`src/verilog/sdhc_map.svh`:
```
`ifndef SDHC_MAP_SVH
`define SDHC_MAP_SVH

// drive current codes: 0 -> 0.5 A, 1 -> 1 A, 2 -> 2 A, 3 -> 3.0 A peak
`define SDHC_CUR_W          2
`define SDHC_CUR_RESET      2'h1

// hold setting: 0 full, 1 quarter, 2..32767 samples before enable drops
`define SDHC_HOLD_W         15
`define SDHC_HOLD_RESET     15'h0000
`define SDHC_HOLD_FULL      15'h0000
`define SDHC_HOLD_LOW       15'h0001
`define SDHC_HOLD_TIMED_MIN 15'h0002

// amplifier status query
`define SDHC_QUERY_ARG_W    2
`define SDHC_QUERY_DATA_W   8
`define SDHC_QUERY_ARG_ELO  2'h3
`define SDHC_QUERY_ELO_CODE 8'h03
`define SDHC_QUERY_NONE     8'h00

`endif

```
`src/verilog/sdhc_pkg.sv`:
```
package sdhc_pkg;

    // how an axis behaves while resting
    typedef enum logic [1:0] {
        SDHC_HOLD_MODE_FULL,
        SDHC_HOLD_MODE_LOW,
        SDHC_HOLD_MODE_TIMED
    } sdhc_hold_mode_t;

    // emergency lockout sequencing
    typedef enum logic [1:0] {
        SDHC_LO_IDLE,
        SDHC_LO_LOCKED,
        SDHC_LO_OFF_SEEN
    } sdhc_lockout_t;

endpackage : sdhc_pkg

```
`src/verilog/sdhc_axis_hold.sv`:
```
`timescale 1ns/1ps
`include "sdhc_map.svh"

module sdhc_axis_hold #(
    parameter int HOLD_W = `SDHC_HOLD_W
) (
    input  wire logic              i_ref_clk,
    input  wire logic              i_rst_b,
    input  wire logic              i_servo_tick,
    input  wire logic              i_ref_moving,
    input  wire logic [HOLD_W-1:0] i_hold_cfg,
    output logic                   o_quarter,
    output logic                   o_hold_off
);
    import sdhc_pkg::*;

    sdhc_hold_mode_t   mode;
    logic [HOLD_W-1:0] wait_reg;
    logic              quarter_reg;
    logic              hold_off_reg;

    ////////////////////////////////////////////////////////////////////////
    // decode the hold setting
    always_comb
    begin
        if (i_hold_cfg == HOLD_W'(`SDHC_HOLD_FULL))
            mode = SDHC_HOLD_MODE_FULL;                    // [RULE2]
        else if (i_hold_cfg == HOLD_W'(`SDHC_HOLD_LOW))
            mode = SDHC_HOLD_MODE_LOW;                     // [RULE3]
        else
            mode = SDHC_HOLD_MODE_TIMED;                   // [RULE4]
    end

    ////////////////////////////////////////////////////////////////////////
    // count servo samples while resting; any motion restarts the wait
    always_ff @(posedge i_ref_clk)
    begin
        if (!i_rst_b || i_ref_moving || mode != SDHC_HOLD_MODE_TIMED)
            wait_reg <= '0;                                // [RULE5]
        else if (i_servo_tick && wait_reg != i_hold_cfg)
            wait_reg <= wait_reg + HOLD_W'(1);             // [RULE4]
    end

    // outputs are registered so the power stage sees clean levels
    always_ff @(posedge i_ref_clk)
    begin
        if (!i_rst_b)
        begin
            quarter_reg  <= 1'b0;
            hold_off_reg <= 1'b0;
        end
        else
        begin
            quarter_reg  <= !i_ref_moving && mode == SDHC_HOLD_MODE_LOW;   // [RULE3] [RULE5]
            hold_off_reg <= !i_ref_moving && mode == SDHC_HOLD_MODE_TIMED
                            && wait_reg == i_hold_cfg;                     // [RULE4]
        end
    end

    assign o_quarter  = quarter_reg;
    assign o_hold_off = hold_off_reg;

endmodule : sdhc_axis_hold

```
`src/verilog/sdhc_ctrl.sv`:
```
// Behaviour
// RULE1 - each axis takes a two-bit current code (0.5 A, 1 A, 2 A, 3.0 A) and resets to code 1.
// RULE2 - hold setting 0, the reset value, keeps full peak current while resting.
// RULE3 - hold setting 1 drops the current to a quarter of peak while resting.
// RULE4 - hold settings 2 to 32767 count servo samples after a move before the enable toggles.
// RULE5 - hold behaviour applies only while the profiler commands no motion on the axis.
// RULE6 - the commander writes the hold setting only once the axis is set up as a stepper.
// RULE7 - hold settings are stored per axis and a write to one axis leaves the others alone.
// RULE8 - the lockout input disables every amplifier in hardware as if motor off.
// RULE9 - while lockout is in force the status query with argument 3 returns 3.
// RULE10 - lockout assertion raises the amplifier-error event for the error handler.
// RULE11 - only motor off followed by servo here, or a reset, re-enables after a lockout.
// RULE12 - the commander should enable shut-down-on-error on all axes when lockout is used.
// RULE13 - a new current code takes effect on the next servo sample and stays until rewritten.
`timescale 1ns/1ps
`include "sdhc_map.svh"

module sdhc_ctrl #(
    parameter int N_AXES = 4,
    parameter int HOLD_W = `SDHC_HOLD_W
) (
    input  wire logic                          i_ref_clk,
    input  wire logic                          i_rst_b,
    input  wire logic                          i_servo_tick,
    input  wire logic [1:0]                    i_axis_sel,
    input  wire logic                          i_cur_wr,
    input  wire logic [`SDHC_CUR_W-1:0]        i_cur_code,
    input  wire logic                          i_hold_wr,
    input  wire logic [HOLD_W-1:0]             i_hold_val,
    input  wire logic [N_AXES-1:0]             i_motor_type_stepper,
    input  wire logic [N_AXES-1:0]             i_ref_moving,
    input  wire logic                          i_emergency_lockout_input,
    input  wire logic [N_AXES-1:0]             i_motor_off_cmd,
    input  wire logic [N_AXES-1:0]             i_servo_here_cmd,
    input  wire logic                          i_amp_status_query,
    input  wire logic [`SDHC_QUERY_ARG_W-1:0]  i_query_arg,
    output logic [N_AXES*`SDHC_CUR_W-1:0]      o_drive_current_select,
    output logic [N_AXES-1:0]                  o_hold_quarter,
    output logic [N_AXES-1:0]                  o_amp_enable,
    output logic                               o_lockout_active,
    output logic                               o_amp_error_event,
    output logic                               o_query_valid,
    output logic [`SDHC_QUERY_DATA_W-1:0]      o_query_data
);
    import sdhc_pkg::*;

    ////////////////////////////////////////////////////////////////////////
    // parameter checks: the axis select is two bits wide
    if (N_AXES < 1 || N_AXES > 4)
    begin : g_bad_axes
        $error("sdhc_ctrl: N_AXES must be 1 to 4");
    end
    if (HOLD_W < 2)
    begin : g_bad_hold
        $error("sdhc_ctrl: HOLD_W must be at least 2");
    end

    // true when a write strobe addresses axis a
    function automatic logic axis_hit(input logic [1:0] sel, input int a);
        axis_hit = (sel == 2'(a));
    endfunction : axis_hit

    logic [`SDHC_CUR_W-1:0]   cur_pend_reg [N_AXES];
    logic [`SDHC_CUR_W-1:0]   cur_live_reg [N_AXES];
    logic [HOLD_W-1:0]        hold_reg     [N_AXES];
    logic [N_AXES-1:0]        quarter;
    logic [N_AXES-1:0]        hold_off;
    logic [N_AXES-1:0]        motor_off_reg;
    logic                     elo_meta_reg;
    logic                     elo_sync_reg;
    logic                     elo_prev_reg;
    logic                     elo_rise;
    sdhc_lockout_t            lo_state_reg;
    logic                     lockout;
    logic                     lo_release;
    logic [N_AXES-1:0]        enable_reg;
    logic                     err_event_reg;
    logic                     query_valid_reg;
    logic [`SDHC_QUERY_DATA_W-1:0] query_data_reg;

    ////////////////////////////////////////////////////////////////////////
    // per-axis current code: written at once, applied on the next sample
    for (genvar a = 0; a < N_AXES; a++)
    begin : g_axis
        always_ff @(posedge i_ref_clk)
        begin
            if (!i_rst_b)
                cur_pend_reg[a] <= `SDHC_CUR_RESET;                 // [RULE1]
            else if (i_cur_wr && axis_hit(i_axis_sel, a))
                cur_pend_reg[a] <= i_cur_code;                      // [RULE1]
        end

        // a write in the same cycle as a tick is picked up one sample later
        always_ff @(posedge i_ref_clk)
        begin
            if (!i_rst_b)
                cur_live_reg[a] <= `SDHC_CUR_RESET;
            else if (i_servo_tick)
                cur_live_reg[a] <= cur_pend_reg[a];                 // [RULE13]
        end

        // hold setting per axis; writes to a non-stepper axis are dropped
        always_ff @(posedge i_ref_clk)
        begin
            if (!i_rst_b)
                hold_reg[a] <= HOLD_W'(`SDHC_HOLD_RESET);           // [RULE2]
            else if (i_hold_wr && axis_hit(i_axis_sel, a)
                     && i_motor_type_stepper[a])                   // [RULE6]
                hold_reg[a] <= i_hold_val;                          // [RULE7]
        end

        sdhc_axis_hold #(
            .HOLD_W (HOLD_W)
        ) u_hold (
            .i_ref_clk    (i_ref_clk),
            .i_rst_b      (i_rst_b),
            .i_servo_tick (i_servo_tick),
            .i_ref_moving (i_ref_moving[a]),
            .i_hold_cfg   (hold_reg[a]),
            .o_quarter    (quarter[a]),
            .o_hold_off   (hold_off[a])
        );

        assign o_drive_current_select[a*`SDHC_CUR_W +: `SDHC_CUR_W] = cur_live_reg[a];
    end

    ////////////////////////////////////////////////////////////////////////
    // lockout pin is asynchronous: two flops before anything looks at it
    always_ff @(posedge i_ref_clk)
    begin
        if (!i_rst_b)
        begin
            elo_meta_reg <= 1'b0;
            elo_sync_reg <= 1'b0;
            elo_prev_reg <= 1'b0;
        end
        else
        begin
            elo_meta_reg <= i_emergency_lockout_input;
            elo_sync_reg <= elo_meta_reg;
            elo_prev_reg <= elo_sync_reg;
        end
    end

    assign elo_rise = elo_sync_reg && !elo_prev_reg;

    ////////////////////////////////////////////////////////////////////////
    // lockout latch: held until motor off then servo here with the pin low
    always_ff @(posedge i_ref_clk)
    begin
        if (!i_rst_b)
            lo_state_reg <= SDHC_LO_IDLE;
        else
        begin
            unique case (lo_state_reg)
                SDHC_LO_IDLE:
                    if (elo_sync_reg)
                        lo_state_reg <= SDHC_LO_LOCKED;                  // [RULE8]
                SDHC_LO_LOCKED:
                    if (|i_motor_off_cmd && !elo_sync_reg)
                        lo_state_reg <= SDHC_LO_OFF_SEEN;                // [RULE11]
                SDHC_LO_OFF_SEEN:
                    if (elo_sync_reg)
                        lo_state_reg <= SDHC_LO_LOCKED;
                    else if (|i_servo_here_cmd)
                        lo_state_reg <= SDHC_LO_IDLE;                    // [RULE11]
                default:
                    lo_state_reg <= SDHC_LO_LOCKED;  // illegal code fails safe
            endcase
        end
    end

    assign lockout = (lo_state_reg != SDHC_LO_IDLE) || elo_sync_reg;

    // the servo here that ends a lockout must clear motor off in that same cycle,
    // otherwise the still-high lockout term would keep every axis off for good
    assign lo_release = (lo_state_reg == SDHC_LO_OFF_SEEN) && !elo_sync_reg
                        && |i_servo_here_cmd;                           // [RULE11]

    ////////////////////////////////////////////////////////////////////////
    // per-axis motor-off state; lockout forces every axis off
    always_ff @(posedge i_ref_clk)
    begin
        if (!i_rst_b)
            motor_off_reg <= '0;
        else
            for (int a = 0; a < N_AXES; a++)
                if ((lockout && !lo_release) || i_motor_off_cmd[a])
                    motor_off_reg[a] <= 1'b1;                    // [RULE8]
                else if (i_servo_here_cmd[a])
                    motor_off_reg[a] <= 1'b0;                    // [RULE11]
    end

    // enable drops for off, lockout, or an expired timed hold
    always_ff @(posedge i_ref_clk)
    begin
        if (!i_rst_b)
            enable_reg <= '0;
        else
            enable_reg <= ~motor_off_reg & ~hold_off
                          & {N_AXES{!lockout}};               // [RULE8] [RULE4]
    end

    ////////////////////////////////////////////////////////////////////////
    // one-cycle error event on each new lockout assertion
    always_ff @(posedge i_ref_clk)
    begin
        if (!i_rst_b)
            err_event_reg <= 1'b0;
        else
            err_event_reg <= elo_rise;                           // [RULE10]
    end

    ////////////////////////////////////////////////////////////////////////
    // status query: answer the cycle after the request
    always_ff @(posedge i_ref_clk)
    begin
        if (!i_rst_b)
        begin
            query_valid_reg <= 1'b0;
            query_data_reg  <= `SDHC_QUERY_NONE;
        end
        else
        begin
            query_valid_reg <= i_amp_status_query;
            if (i_amp_status_query)
                query_data_reg <= (i_query_arg == `SDHC_QUERY_ARG_ELO && lockout)
                                  ? `SDHC_QUERY_ELO_CODE                 // [RULE9]
                                  : `SDHC_QUERY_NONE;
        end
    end

    assign o_hold_quarter    = quarter & ~motor_off_reg;
    assign o_amp_enable      = enable_reg;
    assign o_lockout_active  = lockout;
    assign o_amp_error_event = err_event_reg;
    assign o_query_valid     = query_valid_reg;
    assign o_query_data      = query_data_reg;

endmodule : sdhc_ctrl

```
`config.mk`:
```
export PLATFORM = sky130hd
export DESIGN_NAME = sdhc_ctrl
export DESIGN_NICKNAME = d
export VERILOG_FILES = /design/src/verilog/sdhc_pkg.sv /design/src/verilog/sdhc_axis_hold.sv /design/src/verilog/sdhc_ctrl.sv
export VERILOG_INCLUDE_DIRS = /design/src /design/src/verilog
export SDC_FILE = /design/constraint.sdc
export NUM_CORES = 1
export LEC_CHECK = 0
export ABC_AREA = 0
export BUFFER_PORTS_ARGS = -buffer_cell sky130_fd_sc_hd__clkbuf_2
export CAP_MARGIN = 20
export CORE_ASPECT_RATIO = 1.4
export CORE_MARGIN = 8
export CORE_UTILIZATION = 40
export CTS_CLUSTER_DIAMETER = 200
export DETAILED_ROUTE_END_ITERATION = 10
export PLACE_DENSITY = 0.57
export SLEW_MARGIN = 20
export SYNTH_ARGS = -nofsm -noshare
export SYNTH_HDL_FRONTEND = slang
export SYNTH_HIERARCHICAL = 1
export SYNTH_SLANG_ARGS = --single-unit
```
`constraint.sdc`:
```
create_clock -name i_ref_clk -period 2.45 [get_ports i_ref_clk]
set_clock_uncertainty 0.1 [all_clocks]
set_input_delay 0 -clock i_ref_clk [delete_from_list [all_inputs] [get_ports i_ref_clk]]
set_output_delay 0 -clock i_ref_clk [all_outputs]
set_load 0.03 [all_outputs]
```
==> out/results.ini <==
[routing]
drt_first_iter_violations = 349
via_count = 5902
post-route-drc-count = 0
drt-total-wl_um = 18400
final_antenna_net_count = 0
post_drt_wl_per_cell_um = 16.7
viasPerCell = 5.37
drt-pass1-iter-count = 5

[floorplan]
initial_core_utilization_pct = 40.7
core_region_area_sq_um = 18500
die_w_um = 132
dieArea_sq_um = 23600
io-pin-count = 71
placement_rows = 59
floorplan.die.height_um = 179

[global_route]
number_of_antenna_violations_at_the_first_check_in_global_routing = 0
grt.met2_usage_pct = 28.3
grt_pass1_vias = 6047
wire_length_of_the_first_global_routing_pass_um = 30000
grt_start_max_net_pins = 43
busiest_layer = met2
fraction_of_met3_tracks_used_by_global_routing_pct = 3.95
grt_util_met1_pct = 17.9
global_routing_usage_summed_across_all_routing_layers_pct = 16.0
gr-total-overflow = 0

[clocking]
cts_buffers = 17
ctsLongestPathBuffers = 2
cts_setup_buffers = 0
ctsRootBufferMaster = sky130_fd_sc_hd__clkbuf_16
clk-insertion-delay-late_ns = 0.43
cts-resized-gates = 0
clock-sinks = 160
clock_pin_slew_on_the_worst_setup_and_hold_paths_ns = 0.06
cts_hold_buffers = 42
tritoncts = built
cts_max_level = 4

[timing]
tightest_slew_ns = 0.565
finalCritPeriodShare_pct = 89.6
grt_setup_unrepaired = false
finalWorstPathRequiredPeriod_ns = 2.19
fin_setup_tns_ns = 0
finalSetupViolCount = 0
final_max_slew_viol_count = 0
finalHoldWorstSlack_ns = 0.0325
achievable-frequency_mhz = 456
layout_setup_ws_ns = 0.256
finalHoldViolCount = 0
timing.max_slew.rel_slack_pct = 62.3

[finish]
nNetsFinal = 890
mostFrequentLayoutCell = sky130_fd_sc_hd__dfxtp_1
top_library_cells_by_usage_in_the_layout_fill_and_taps_aside = sky130_fd_sc_hd__dfxtp_1 (84), sky130_fd_sc_hd__edfxtp_1 (76), sky130_fd_sc_hd__and2_1 (72)
n_fill_cell = 1693
antenna_cells = 0
drive_above_1_share_pct = 14.6
areaGrowthSynthToFinish_pct = 20.1

[critical_path]
critical_path_arrival_ns = 2.26
worst_ep_required_time_ns = 2.52
critPathCaptureType = register
critical_path.startpoint_type = primary input
cp_max_fo = 4
path_class = in2reg

[power]
p_int_w = 0.00456
power.density_nw_per_um2 = 652
switching_share_pct = 23.0
share_clk_of_total_power_pct = 42.4
power.combinational.fraction_pct = 7.2
switchingPower_w = 0.00136
total_power_w = 0.00591
power.leakage_nw = 3.15
power.ir.vdd_worst_v = 0.000444
power_frac_seq_pct = 50.4

[placed_design]
detailed_place_hpwl_um = 13100
gp_routability_congestion = 0.827
portBuffers = 64
place_worst_setup_slack_ns = 0.572

[synth]
synth_edf_count = 76
synth_async_sr_flop_share_pct = 0
syn_inst = 739
ys_types = 42
synth.ff_latch_count = 160
synth.yosys.seq_area_share_pct = 52.5
netlist_area_sq_um = 7550
postSynth.topFlopCell = sky130_fd_sc_hd__dfxtp_1
syn-mean-instance-area_sq_um = 10.2
synthesis.yosys.warnings = 6

[outcome]
run_status = completed

[job]
cap_viol_max_count = 0

[worst_hold_path]
hold_path_class = in2reg

-- metrics by stage --
step,utilization (%),cells,area (sq um)
2_1_floorplan,-,744,7570
3_3_place_gp,43.7,1025,8090
3_5_place_dp,43.7,1025,8090
4_1_cts,48.9,1099,9070
5_1_grt,48.9,1099,9070
6_report,48.9,1099,9070
-- path summary, 6_finish.rpt --
| kind | start | cells past startpoint | to | slack (ns) |
|---|---|---|---|---|
| max | i_cur_wr | 6 | cur_pend_reg[3][0] | 0.26 |
| max reg2reg | motor_off_reg[2] | 4 | motor_off_reg[2] | 0.47 |
| min | i_servo_here_cmd[2] | 4 | motor_off_reg[0] | 0.03 |
| min reg2reg | elo_prev_reg | 1 | o_amp_error_event | 0.28 |
-- logic make-up (layout without fill, tap and decap cells) --
group / count (synthesis) / after routing / share of synthesized area (%)
adders and majority gates: 4 / 4 / 0.663
and+or+nand+nor: 326 / 326 / 26.4
AOI/OAI and AO/OA: 136 / 136 / 9.45
buffers and inverters: 52 / 163 / 3.98
DFF: 160 / 160 / 52.5
xor gates and xnor gates: 60 / 60 / 6.96
other: 1 / 6 / 0.0497
-- synth_stat cells (all sizes together), types with 8 or more instances --
master | number | area share, %
buf | 34 | 3.1
dfxtp | 84 | 22
or3 | 56 | 4.6
and4 | 12 | 1.4
inv | 10 | 0.50
nor2 | 24 | 1.3
and2 | 72 | 6.0
clkbuf | 8 | 0.40
nand2b | 8 | 0.76
nor4 | 17 | 1.7
a21oi | 60 | 4.0
xnor2 | 60 | 7.0
nand4 | 49 | 4.1
or2 | 9 | 0.75
nand3 | 16 | 1.1
nand2 | 28 | 1.4
and3 | 8 | 0.66
edfxtp | 76 | 30
o21ai | 64 | 4.2
-- power groups by stage --
stage	Combinational [W]	Clock, W	Sequential (W)
2_1_floorplan	0.000203	0	0.00305
3_3_place_gp	0.000366	0	0.00304
3_5_place_dp	0.000371	0	0.00304
4_1_cts	0.000424	0.00256	0.00298
5_1_grt	0.000463	0.00267	0.00299
6_report	0.000423	0.00251	0.00298
-- per-layer routing --
| layer | routed length (um) | share of wire, % | vias to the layer above |
|---|---|---|---|
| li1 | - | - | 2902 |
| met3 | 935 | 5.1 | 28 |
| met2 | 9340 | 51 | 161 |
| met4 | 371 | 2.0 | 0 |
| met5 | 0 | 0 | - |
| met1 | 7710 | 42 | 2811 |
-- final cells by class --
cell class                      instances  area [sq um]  share of cell area (%)
Inverter                               10          37.5                   0.414
Timing Repair Buffer                  121           866                    9.55
Sequential cell                       160          3960                    43.7
Clock inverter                          8          80.1                   0.883
Clock buffer                           24           475                    5.24
Tap cell                              244           305                    3.37
Multi-Input combinational cell        532          3340                    36.8
-- worst max-delay path, cell delays in order --
cell                            delay, ns
sky130_fd_sc_hd__dlygate4sd3_1       0.53
sky130_fd_sc_hd__clkbuf_2            0.12
sky130_fd_sc_hd__nand2_1             0.08
sky130_fd_sc_hd__dlygate4sd3_1       0.62
sky130_fd_sc_hd__or3_1               0.35
sky130_fd_sc_hd__dlygate4sd3_1       0.55
Note: power is estimated with default switching activity, not from simulation.
